[config.mk]
export PLATFORM = sky130hd
export DESIGN_NAME = rcsr_ctl
export DESIGN_NICKNAME = d
export VERILOG_FILES = /design/src/rcsr_pkg.sv /design/src/rcsr_ctl.sv
export SDC_FILE = /design/constraint.sdc
export NUM_CORES = 1
export LEC_CHECK = 0
export BUFFER_PORTS_ARGS = -buffer_cell sky130_fd_sc_hd__buf_2
export CORE_UTILIZATION = 45
export CTS_CLUSTER_DIAMETER = 60
export CTS_CLUSTER_SIZE = 40
export DETAILED_ROUTE_END_ITERATION = 10
export GPL_TIMING_DRIVEN = 0
export MAX_ROUTING_LAYER = met4
export PLACE_DENSITY = 0.84
export SLEW_MARGIN = 20
export SYNTH_ARGS = -nofsm -noshare
export SYNTH_HDL_FRONTEND = slang
export SYNTH_SLANG_ARGS = --single-unit
[constraint.sdc]
create_clock -name clk -period 2.2 [get_ports clk]
set_clock_uncertainty 0.2 [all_clocks]
set_input_delay 0.11 -clock clk [delete_from_list [all_inputs] [get_ports clk]]
set_output_delay 0.11 -clock clk [all_outputs]
set_load 0.05 [all_outputs]
[src/rcsr_pkg.sv]
`default_nettype none
package rcsr_pkg;
    // Register map (word offsets are byte addresses)
    localparam logic [7:0]  ADDR_RESET_CAUSE = 8'h00;
    localparam logic [7:0]  ADDR_SLEEP_STAT  = 8'h04;
    localparam logic [7:0]  ADDR_SLEEP_CMD   = 8'h08;

    // Field positions of reset_cause_register
    localparam int BIT_TRAP     = 15;
    localparam int BIT_ILLOP    = 14;
    localparam int BIT_SWBOR    = 13;
    localparam int BIT_RETSEL   = 12;
    localparam int BIT_DEEP     = 10;
    localparam int BIT_CFGMM    = 9;
    localparam int BIT_PMBIAS   = 8;
    localparam int BIT_EXTPIN   = 7;
    localparam int BIT_SWRST    = 6;
    localparam int BIT_SWWDT    = 5;
    localparam int BIT_WATCHDOG_TIMEOUT_FLAG     = 4;
    localparam int BIT_SLEPT    = 3;
    localparam int BIT_IDLED    = 2;
    localparam int BIT_BOR      = 1;
    localparam int BIT_POR      = 0;

    // Writable/implemented bits and value at power-on
    localparam logic [15:0] CAUSE_IMPL_MASK = 16'hf7ff;
    localparam logic [15:0] CAUSE_POR_VALUE = 16'h0003;

    // Sleep command register fields
    localparam int CMD_SLEEP = 0;
    localparam int CMD_DEEP  = 1;

    typedef enum logic [1:0] {
        RCSR_MAIN_NORMAL,
        RCSR_MAIN_STANDBY,
        RCSR_MAIN_OFF
    } rcsr_main_e;

    typedef struct packed {
        logic ext_pin;
        logic sw_reset;
        logic wdt_timeout;
        logic brownout;
        logic trap_conflict;
        logic illegal_op;
        logic config_mismatch;
    } rcsr_cause_s;

    typedef struct packed {
        rcsr_main_e main_mode;
        logic       ret_enable;
        logic       ret_supplies;
    } rcsr_supply_s;
endpackage : rcsr_pkg
`default_nettype wire

[src/rcsr_ctl.sv]
// Implementation choices: the Wishbone register port and the address map.
`default_nettype none
// Summary of operation
// - Master-clear pin reset sets bit 7 flag
// - Config 0, select 0, bias 1: main normal
// - Config 0, select 0, bias 0: main standby
// - Config 0, select 1, bias 0: main off, retention on
// - Config 1 ignores select; retention always disabled
// - Config 1, bias 0: main standby in sleep
// - Deep sleep turns off both regulators
// - Deep sleep retains nothing; wake restarts fully
// - Run mode: retention never supplies core
module rcsr_ctl (
    input  wire logic                  clk,          // 125 MHz clock
    input  wire logic                  sys_rst,      // Power-on reset
    input  wire logic                  wb_cyc_i,     // Wishbone cycle
    input  wire logic                  wb_stb_i,     // Wishbone strobe
    input  wire logic                  wb_we_i,      // Write enable
    input  wire logic [7:0]            wb_adr_i,     // Byte address
    input  wire logic [3:0]            wb_sel_i,     // Byte lanes
    input  wire logic [31:0]           wb_dat_i,     // Write data
    output logic      [31:0]           wb_dat_o,     // Read data
    output logic                       wb_ack_o,     // Acknowledge
    input  wire rcsr_pkg::rcsr_cause_s reset_event,  // Reset cause pulses
    input  wire logic                  retention_regulator_config_disable, // Config bit
    input  wire logic                  wake_event,   // Leave sleep
    output logic                       sleep_active, // Core is asleep
    output logic                       deep_active,  // Deep sleep entered
    output rcsr_pkg::rcsr_supply_s     supply,       // Regulator controls
    output logic                       restart_req   // Full restart on deep-sleep wake
);
    logic [15:0]       cause_ff;
    logic [15:0]       nxt_cause;
    logic              ack_ff;
    logic [31:0]       rdat_ff;
    logic              sleep_ff;
    logic              deep_ff;
    logic              restart_ff;
    rcsr_pkg::rcsr_supply_s supply_ff;
    rcsr_pkg::rcsr_supply_s nxt_supply;

    wire        req       = wb_cyc_i & wb_stb_i & ~ack_ff;
    wire        wr        = req & wb_we_i;
    wire        sel_cause = wb_adr_i == rcsr_pkg::ADDR_RESET_CAUSE;
    wire        sel_stat  = wb_adr_i == rcsr_pkg::ADDR_SLEEP_STAT;
    wire        sel_cmd   = wb_adr_i == rcsr_pkg::ADDR_SLEEP_CMD;
    wire        wr_cause  = wr & sel_cause;
    wire        wr_cmd    = wr & sel_cmd & wb_sel_i[0];
    wire [15:0] lane_mask = {{8{wb_sel_i[1]}}, {8{wb_sel_i[0]}}}
                            & rcsr_pkg::CAUSE_IMPL_MASK;
    wire        go_sleep  = wr_cmd & wb_dat_i[rcsr_pkg::CMD_SLEEP];
    wire        go_deep   = wr_cmd & wb_dat_i[rcsr_pkg::CMD_DEEP];
    wire        cfg_dis   = retention_regulator_config_disable;
    wire        ret_sel   = cause_ff[rcsr_pkg::BIT_RETSEL];
    wire        pm_bias   = cause_ff[rcsr_pkg::BIT_PMBIAS];

    wire [15:0] hw_set = {
        reset_event.trap_conflict, reset_event.illegal_op, 1'b0, 1'b0,
        1'b0, go_deep, reset_event.config_mismatch, 1'b0,
        reset_event.ext_pin,
        reset_event.sw_reset, 1'b0, reset_event.wdt_timeout,
        go_sleep & ~go_deep, 1'b0, reset_event.brownout, 1'b0};

    // Writes only store values; hardware set wins over clear
    always_comb begin
        nxt_cause = cause_ff;
        if (wr_cause) begin
            nxt_cause = (cause_ff & ~lane_mask)
                        | (wb_dat_i[15:0] & lane_mask);
        end
        nxt_cause = nxt_cause | hw_set;
    end

    // Regulator selection
    always_comb begin
        nxt_supply.ret_supplies = 1'b0;
        nxt_supply.ret_enable   = ~cfg_dis;
        nxt_supply.main_mode    = rcsr_pkg::RCSR_MAIN_NORMAL;
        if (deep_ff) begin
            nxt_supply.main_mode  = rcsr_pkg::RCSR_MAIN_OFF;
            nxt_supply.ret_enable = 1'b0;
        end else if (sleep_ff) begin
            if (!cfg_dis && ret_sel && !pm_bias) begin
                nxt_supply.main_mode    = rcsr_pkg::RCSR_MAIN_OFF;
                nxt_supply.ret_supplies = 1'b1;
            end else if (!pm_bias) begin
                nxt_supply.main_mode = rcsr_pkg::RCSR_MAIN_STANDBY;
            end else begin
                nxt_supply.main_mode = rcsr_pkg::RCSR_MAIN_NORMAL;
            end
        end
    end

    always_ff @(posedge clk) begin
        if (sys_rst) begin
            cause_ff <= rcsr_pkg::CAUSE_POR_VALUE;
        end else begin
            cause_ff <= nxt_cause;
        end
    end

    always_ff @(posedge clk) begin
        if (sys_rst) begin
            sleep_ff   <= 1'b0;
            deep_ff    <= 1'b0;
            restart_ff <= 1'b0;
        end else if (wake_event && (sleep_ff || deep_ff)) begin
            sleep_ff   <= 1'b0;
            deep_ff    <= 1'b0;
            restart_ff <= deep_ff;
        end else begin
            sleep_ff   <= sleep_ff | go_sleep | go_deep;
            deep_ff    <= deep_ff | go_deep;
            restart_ff <= 1'b0;
        end
    end

    always_ff @(posedge clk) begin
        if (sys_rst) begin
            supply_ff <= '{rcsr_pkg::RCSR_MAIN_NORMAL, 1'b0, 1'b0};
        end else begin
            supply_ff <= nxt_supply;
        end
    end

    wire [31:0] rd_mux =
        sel_cause ? {16'h0000, cause_ff & rcsr_pkg::CAUSE_IMPL_MASK} :
        sel_stat  ? {26'h0, supply_ff.main_mode, supply_ff.ret_enable,
                     supply_ff.ret_supplies, deep_ff, sleep_ff} :
        32'h0000_0000;

    always_ff @(posedge clk) begin
        if (sys_rst) begin
            ack_ff  <= 1'b0;
            rdat_ff <= 32'h0000_0000;
        end else begin
            ack_ff  <= req;
            rdat_ff <= rd_mux;
        end
    end

    assign wb_ack_o     = ack_ff;
    assign wb_dat_o     = rdat_ff;
    assign sleep_active = sleep_ff;
    assign deep_active  = deep_ff;
    assign supply       = supply_ff;
    assign restart_req  = restart_ff;
endmodule : rcsr_ctl
`default_nettype wire

Word-level counts from Yosys, hierarchy flattened:

Cells that the tools add are included.

* equality and inequality tests: 2
* muxes and demuxes: 8
* bitwise gates (word level): 22
* reduce and logical (&&, ||, !) cells: 13

Operators with widths (number)
* $and A16 B16 Y16: 2
* $mux W16: 2
* $or A16 B16 Y16: 2
* $not A16 Y16: 1
* $and A1 B1 Y1: 9
* $eq A8 B3 Y1 const B: 1
* $eq A8 B4 Y1 const B: 1
* $logic_not A8 Y1: 1
* $reduce_or A2 Y1: 4
* $mux W2: 3
* $mux W6: 1
* $not A1 Y1: 5
* $reduce_or A4 Y1: 1
* $logic_and A1 B1 Y1: 3
* $or A1 B1 Y1: 3
* $reduce_or A3 Y1: 1
* $logic_not A1 Y1: 2
* $mux W1: 2
* $logic_or A1 B1 Y1: 1

* bits in registers: 56
* input bits: 58
* output and inout bits: 40
* logic and storage cells: 56

Logic depth before layout (Yosys ltp):

Gate-level depths: netlist (run 1).

* depth in word-level cells: 9
* mapped depth: 5
* mapped depth without buffers: 4

Worst setup path after synthesis (run 1):

OpenSTA, ideal clock, no wires.

* path type: reg2reg
* start: reg ack_ff (netlist: wb_ack_o)
* end: reg (tool-made name)
* setup time: 120 ps
* arrival time: 1471 ps
* required time: 1880 ps
* slack: 409 ps
* stages on the path, launching flop included: 5
* path buffers: 1
* period minus slack after synthesis: 1791 ps
* cell sequence: dfxtp_1 > and3b_1 > and4_4 > buf_8 > a211o_1

RTL lines
* start: declaration: RTL line rcsr_ctl.sv:34 `logic ack_ff;`
* start signal: assignment: RTL line rcsr_ctl.sv:137 `ack_ff <= req;`

Final worst setup path (run 1):

* start: reg ack_ff (netlist: wb_ack_o)
* end: reg cause_ff[1]

* cells in the longest elaborated chain, start to end: 6

RTL lines
* $not A1 Y1: RTL line rcsr_ctl.sv:42 `wire req = wb_cyc_i & wb_stb_i & ~ack_ff;`
* $and A1 B1 Y1: RTL line rcsr_ctl.sv:42
* $and A1 B1 Y1: RTL line rcsr_ctl.sv:43 `wire wr = req & wb_we_i;`
* $and A1 B1 Y1: RTL line rcsr_ctl.sv:47 `wire wr_cause = wr & sel_cause;`
* $mux W16: RTL line rcsr_ctl.sv:67 `if (wr_cause) begin`
* $or A16 B16 Y16: RTL line rcsr_ctl.sv:71 `nxt_cause = nxt_cause | hw_set;`
* end signal: assignment: RTL line rcsr_ctl.sv:96 `cause_ff <= rcsr_pkg::CAUSE_POR_VALUE;`
* end signal: assignment: RTL line rcsr_ctl.sv:98 `cause_ff <= nxt_cause;`
* end: declaration: RTL line rcsr_ctl.sv:32 `logic [15:0] cause_ff;`

Every way passes these cells.
A chain may end at the register's enable or synchronous reset.

==> results of run 1 <==
cells in the final DEF, fill, tap and decap left out, types with 2 or more instances in the layout:
master,synthesis,layout
nor3b_1,2,2
dfxtp_1,38,38
inv_1,2,2
nand2_1,2,2
mux2i_1,8,8
nor4_4,2,2
a211oi_1,6,6
clkbuf_4,0,5
o21a_1,2,2
buf_2,0,61
buf_6,2,2
dlygate4sd3_1,0,30
a22o_1,5,5
nor2b_1,5,5
clkbuf_1,1,2
nand4_1,3,3
buf_4,17,18
nor4bb_1,2,2
conb_1,1,17
nor3_1,7,7
a21oi_1,2,2
and2_1,9,9
nor2_1,18,18
per-stage QoR:
stage	cells	hold WS, ns	worst slack (ns)
global route	308	0.03748	0.02167
detailed placement	269	0.09760	0.4322
floorplan	164	-0.01385	0.4095
global placement	269	0.1027	0.4903
CTS	307	0.02653	0.08899
finish	308	0.04961	0.1059
cells by family after synthesis:
group / share of synthesized area (%)
AOI/OAI and AO/OA: 10.12
buffers and inverters: 11.32
DFF: 48.84
muxes: 5.141
other: 0.2407
and+or+nand+nor: 24.34
final cells by class:
| class | count | share of cell area [%] |
|---|---|---|
| well taps | 44 | 2.337 |
| clock inverters | 1 | 0.2124 |
| clock buffers | 7 | 2.337 |
| multi-input cells | 103 | 29.31 |
| inverters | 2 | 0.3186 |
| repair buffers | 92 | 26.02 |
| plain buffers | 21 | 7.169 |
| flip-flops and latches | 38 | 32.29 |
metal layers:
layer	global-route usage, %	wire length [um]	up-vias
met2	38.78	1883	65
met1	24.74	1518	641
li1	-	-	721
met3	6.610	286	3
met5	-	0	-
met4	5.844	32	0
final timing paths:
kind	slack [ns]	startpoint	end	depth (start not counted)
max	0.11	wb_ack_o	cause_ff[1]	6
min	0.05	wb_adr_i[3]	wb_dat_o[3]	3
max reg2reg	0.11	wb_ack_o	cause_ff[1]	6
min reg2reg	0.27	cause_ff[7]	wb_dat_o[7]	1
timing repair:
item / in CTS / in global routing
resized for setup: 0 / 2
hold buffers: 30 / 0
hold endpoints to repair: 22 / 0
setup buffers: 0 / 1
setup endpoints to repair: 0 / 3
power by group through the flow:
stage | sequential [uW] | combinational [uW] | clock (uW)
floorplan | 723 | 116 | 0
detailed placement | 718 | 175 | 0
global placement | 717 | 174 | 0
global route | 703 | 231 | 419
CTS | 702 | 212 | 376
finish | 702 | 218 | 370
worst max-delay path: stages, from the launching register on:
cell and delay [ns]:
dfxtp_1 0.33, and3b_2 0.28, and4_4 0.24, buf_8 0.14, mux2i_1 0.19, nand2_1 0.06
dlygate4sd3_1 0.55
==> metrics, run 1 <==
status complete, no violations; CTS root buffer clkbuf_4; Crit Path Category reg2reg; post-synthesis cell type count 34; Max Clock Freq 477.5 MHz; Max Slew Vio Count 0; pin count of the biggest net entering global routing 12; share of layout cells above drive strength 1 37.12%; first-pass GRT wire length 5671 um; Vias/cell 4.643; vias in the first global route 1235; Slew HR 65.93%; drt wl/cell 12.08 um; FF+latch area 760.7 um^2; area occupied by multi-input gates 690.7 um^2; RePlAce Congestion 0.7214; count of maximum capacitance violations 0; CP Capture Type flop; clock-pin slew on the worst setup and hold paths 0.11 ns; initial DRC count 52; Required @ worst endpoint 2.23 ns; Cell Area, Placed 1978 um^2; YS warnings 0; CP Data Arrival Time 2.13 ns; Int Power 946.4 uW; Remaining Overflow, GRT 0; Cell Area, Synth 1558 um^2; Switching Fraction 26.63%; die height 60.84 um; Slew @ Worst Pin 0.5092 ns; final core occ 74.13%; CTS sink cnt 38; Synth top area share 48.84%; Die W 60.84 um; CTS max path bufs 2; ys flop type dfxtp_1; drc violations 0; fraction of registers with async set/reset 0%; Starting Density 49.02%; Area contributors post-synth dfxtp_1, buf_4, mux2i_1, nor2_1, and2_1; RSZ-0062 raised after global routing no; Seq pwr share 54.4%; I/O pin total 98; H-tree depth 2; Worst-Skew Late Latency 0.33 ns; Post-synth EDFFs 0; Num CTS Buffers 5; DIE AREA 3701 um^2; via count 1430; startpoint types flop; # rows 20; Filler Cell Count 221; Final Hold Fails 0; cell taking the most area after synthesis dfxtp_1; Post-layout nets 321; WL final 3721 um; Final Setup Violations 0; drt first pass iters 4; initial antenna violation count 0; half-perimeter wire length after placement 2409 um; Final Cycle Share 95.19%; GRT Resource Usage Total 22.26%; PD cells 547.5 nW/um^2; FF+latch count, synth 38; syn_area_per_cell 10.53 um^2; setup TNS 0 ns; combinational power share 16.9%; Tightest Hold Check Type in2reg; port buffer count 61; most common cell in the netlist dfxtp_1; diode count 0; core area 3178 um^2; fin area 2356 um^2; worst vdd ir 287.5 uV; CTS tree built; crit-path max FO 10; post-layout min period 2.094 ns; clock share of power 28.7%; commonest cells in the netlist dfxtp_1, nor2_1, buf_4; Lkg Pwr 0.001151 uW; register area share after synthesis 48.84%; Syn Inst Count 148; Layout area overhead 51.25%; Psw 343.5 uW; Power, Total 1290 uW; DRT antenna net count 0
No activity file was read; power rests on OpenSTA's default activity.
==> inputs of run 2 (changes only) <==
CELL_PAD_IN_SITES_DETAIL_PLACEMENT = 0   (was not set)
CELL_PAD_IN_SITES_GLOBAL_PLACEMENT = 1   (was not set)
CORE_UTILIZATION = 32   (was 45)
PLACE_DENSITY = not set   (was 0.84)
PLACE_DENSITY_LB_ADDON = 0.1   (was not set)
==> metrics, run 2 (synthesized netlist as in run 1, its figures left out) <==
PD cells 591.7 nW/um^2 (+8.1%); Max Clock Freq 475.3 MHz (-0.47%); clock-pin slew on the worst setup and hold paths 0.07 ns (-0.04 ns); worst vdd ir 234.4 uV (-18%); Required @ worst endpoint 2.17 ns (-0.06 ns); CTS sink cnt 38 (unchanged); Remaining Overflow, GRT 0 (unchanged); Lkg Pwr 0.001148 uW (-0.19%); Final Hold Fails 0 (unchanged); count of maximum capacitance violations 0 (unchanged); Crit Path Category reg2reg; startpoint types flop; Final Cycle Share 95.64% (+0.45 points); Slew @ Worst Pin 0.5012 ns (-0.007952 ns); Vias/cell 4.322 (-6.9%); Worst-Skew Late Latency 0.28 ns (-0.05 ns); drt first pass iters 4 (unchanged); initial DRC count 34 (-35%); drc violations 0 (unchanged); Layout area overhead 51.65%; RePlAce Congestion 0.7445 (+3.2%); Post-layout nets 317 (-1.2%); commonest non-fill, non-tap cells in the layout buf_2, dfxtp_1, dlygate4sd3_1; slowest cell delay on critical path 0.54 ns (about the same); DIE AREA 5151 um^2 (+39%); GRT Resource Usage Total 14.97% (-7.3 points); I/O pin total 98 (unchanged); hold path startpoint wb_dat_i[1]; CTS root buffer clkbuf_8; crit path buf inv count 2 (unchanged); # rows 25 (+25%); port buffer count 61 (unchanged); post-layout min period 2.104 ns (+0.009970 ns); commonest non-fill, non-tap cell in the layout buf_2; Die W 71.77 um (+18%); CTS max path bufs 2 (unchanged); Starting Density 33.20% (-16 points); via count 1357 (-5.1%); CP startpoint wb_ack_o; setup TNS 0 ns (unchanged); crit-path max FO 10 (unchanged); Slew HR 66.13% (+0.20 points); H-tree depth 2 (unchanged); vias in the first global route 1206 (-2.3%); diode count 0 (unchanged); drt wl/cell 11.48 um (-5.0%); crit path cell chain and3b_2 -> and4_4 -> buf_8 -> mux2i_1 -> nand2_1 -> dlygate4sd3_1; DRT antenna net count 0 (unchanged); CP max stage cell dlygate4sd3_1; area occupied by multi-input gates 690.7 um^2 (unchanged); pin count of the biggest net entering global routing 12 (unchanged); WL final 3605 um (-3.1%); share of layout cells above drive strength 1 37.31% (+0.19 points); Filler Cell Count 472 (+110%); die height 71.77 um (+18%); status complete, no violations; FF+latch area 760.7 um^2 (unchanged); first-pass GRT wire length 5616 um (-0.97%); CP Capture Type flop; CTS tree built; FF-to-FF Start wb_ack_o; Max Slew Vio Count 0 (unchanged); Top delay family on crit path buffers and inverters; core area 4692 um^2 (+48%); Fin Hold WS 0.01344 ns (-0.03617 ns); CP Data Arrival Time 2.08 ns (-0.05 ns); half-perimeter wire length after placement 2642 um (+9.7%); Num CTS Buffers 5 (unchanged); initial antenna violation count 0 (unchanged); Tightest Hold Check Type in2reg; Final Setup Violations 0 (unchanged); Post-CTS Setup Inserts 0 (unchanged)
==> run 2: power by group <==
part | switching [uW] | total, uW | internal [uW]
logic | 122 | 213 | 91.7
registers | 4.26 | 702 | 697
clock network | 230 | 483 | 253
==> run 2: cell type report <==
type,instances,share of cell area [%]
clock inverters,1,0.2119
plain buffers,21,7.150
flip-flops and latches,38,32.20
well taps,54,2.860
multi-input cells,103,29.24
clock buffers,7,3.655
inverters,2,0.3178
repair buffers,88,24.36
==> run 2: per-stage QoR <==
stage	utilization (%)	total power, uW	cell area, um^2	std cells	setup slack (ns)
2_1_floorplan	-	839.0	1618	164	0.4095
3_3_place_gp	42.43	891.9	1991	279	0.4334
3_5_place_dp	42.43	894.0	1991	279	0.4367
4_1_cts	50.13	1409	2352	314	0.09449
5_1_grt	50.35	1465	2362	314	-0.003991
6_report	50.35	1398	2362	314	0.09592
==> run 2: routing by layer <==
metal | routed length [um] | up-vias | track usage, %
li1 | - | 709 | -
met1 | 1610 | 591 | 17.58
met2 | 1686 | 51 | 23.79
met3 | 253 | 6 | 4.782
met4 | 55 | 0 | 5.882
met5 | 0 | - | -
==> run 2: repair_timing <==
item                                    in CTS  in global routing
gates resized for setup                      0                  2
endpoints found under the setup margin       0                  2
hold buffers                                27                  0
hold endpoints to repair                    20                  0
==> run 2: worst min-delay path: stages <==
cell	delay [ns]
buf_2	0.12
nand4_1	0.12
a21boi_0	0.10
==> run 2: path summary, 6_finish.rpt <==
check	end	slack [ns]	cells after the start
worst min-delay path	deep_active	0.01	3
worst max register to register	cause_ff[1]	0.1	6
worst min register to register	wb_dat_o[14]	0.25	1
worst max-delay path	cause_ff[1]	0.1	6
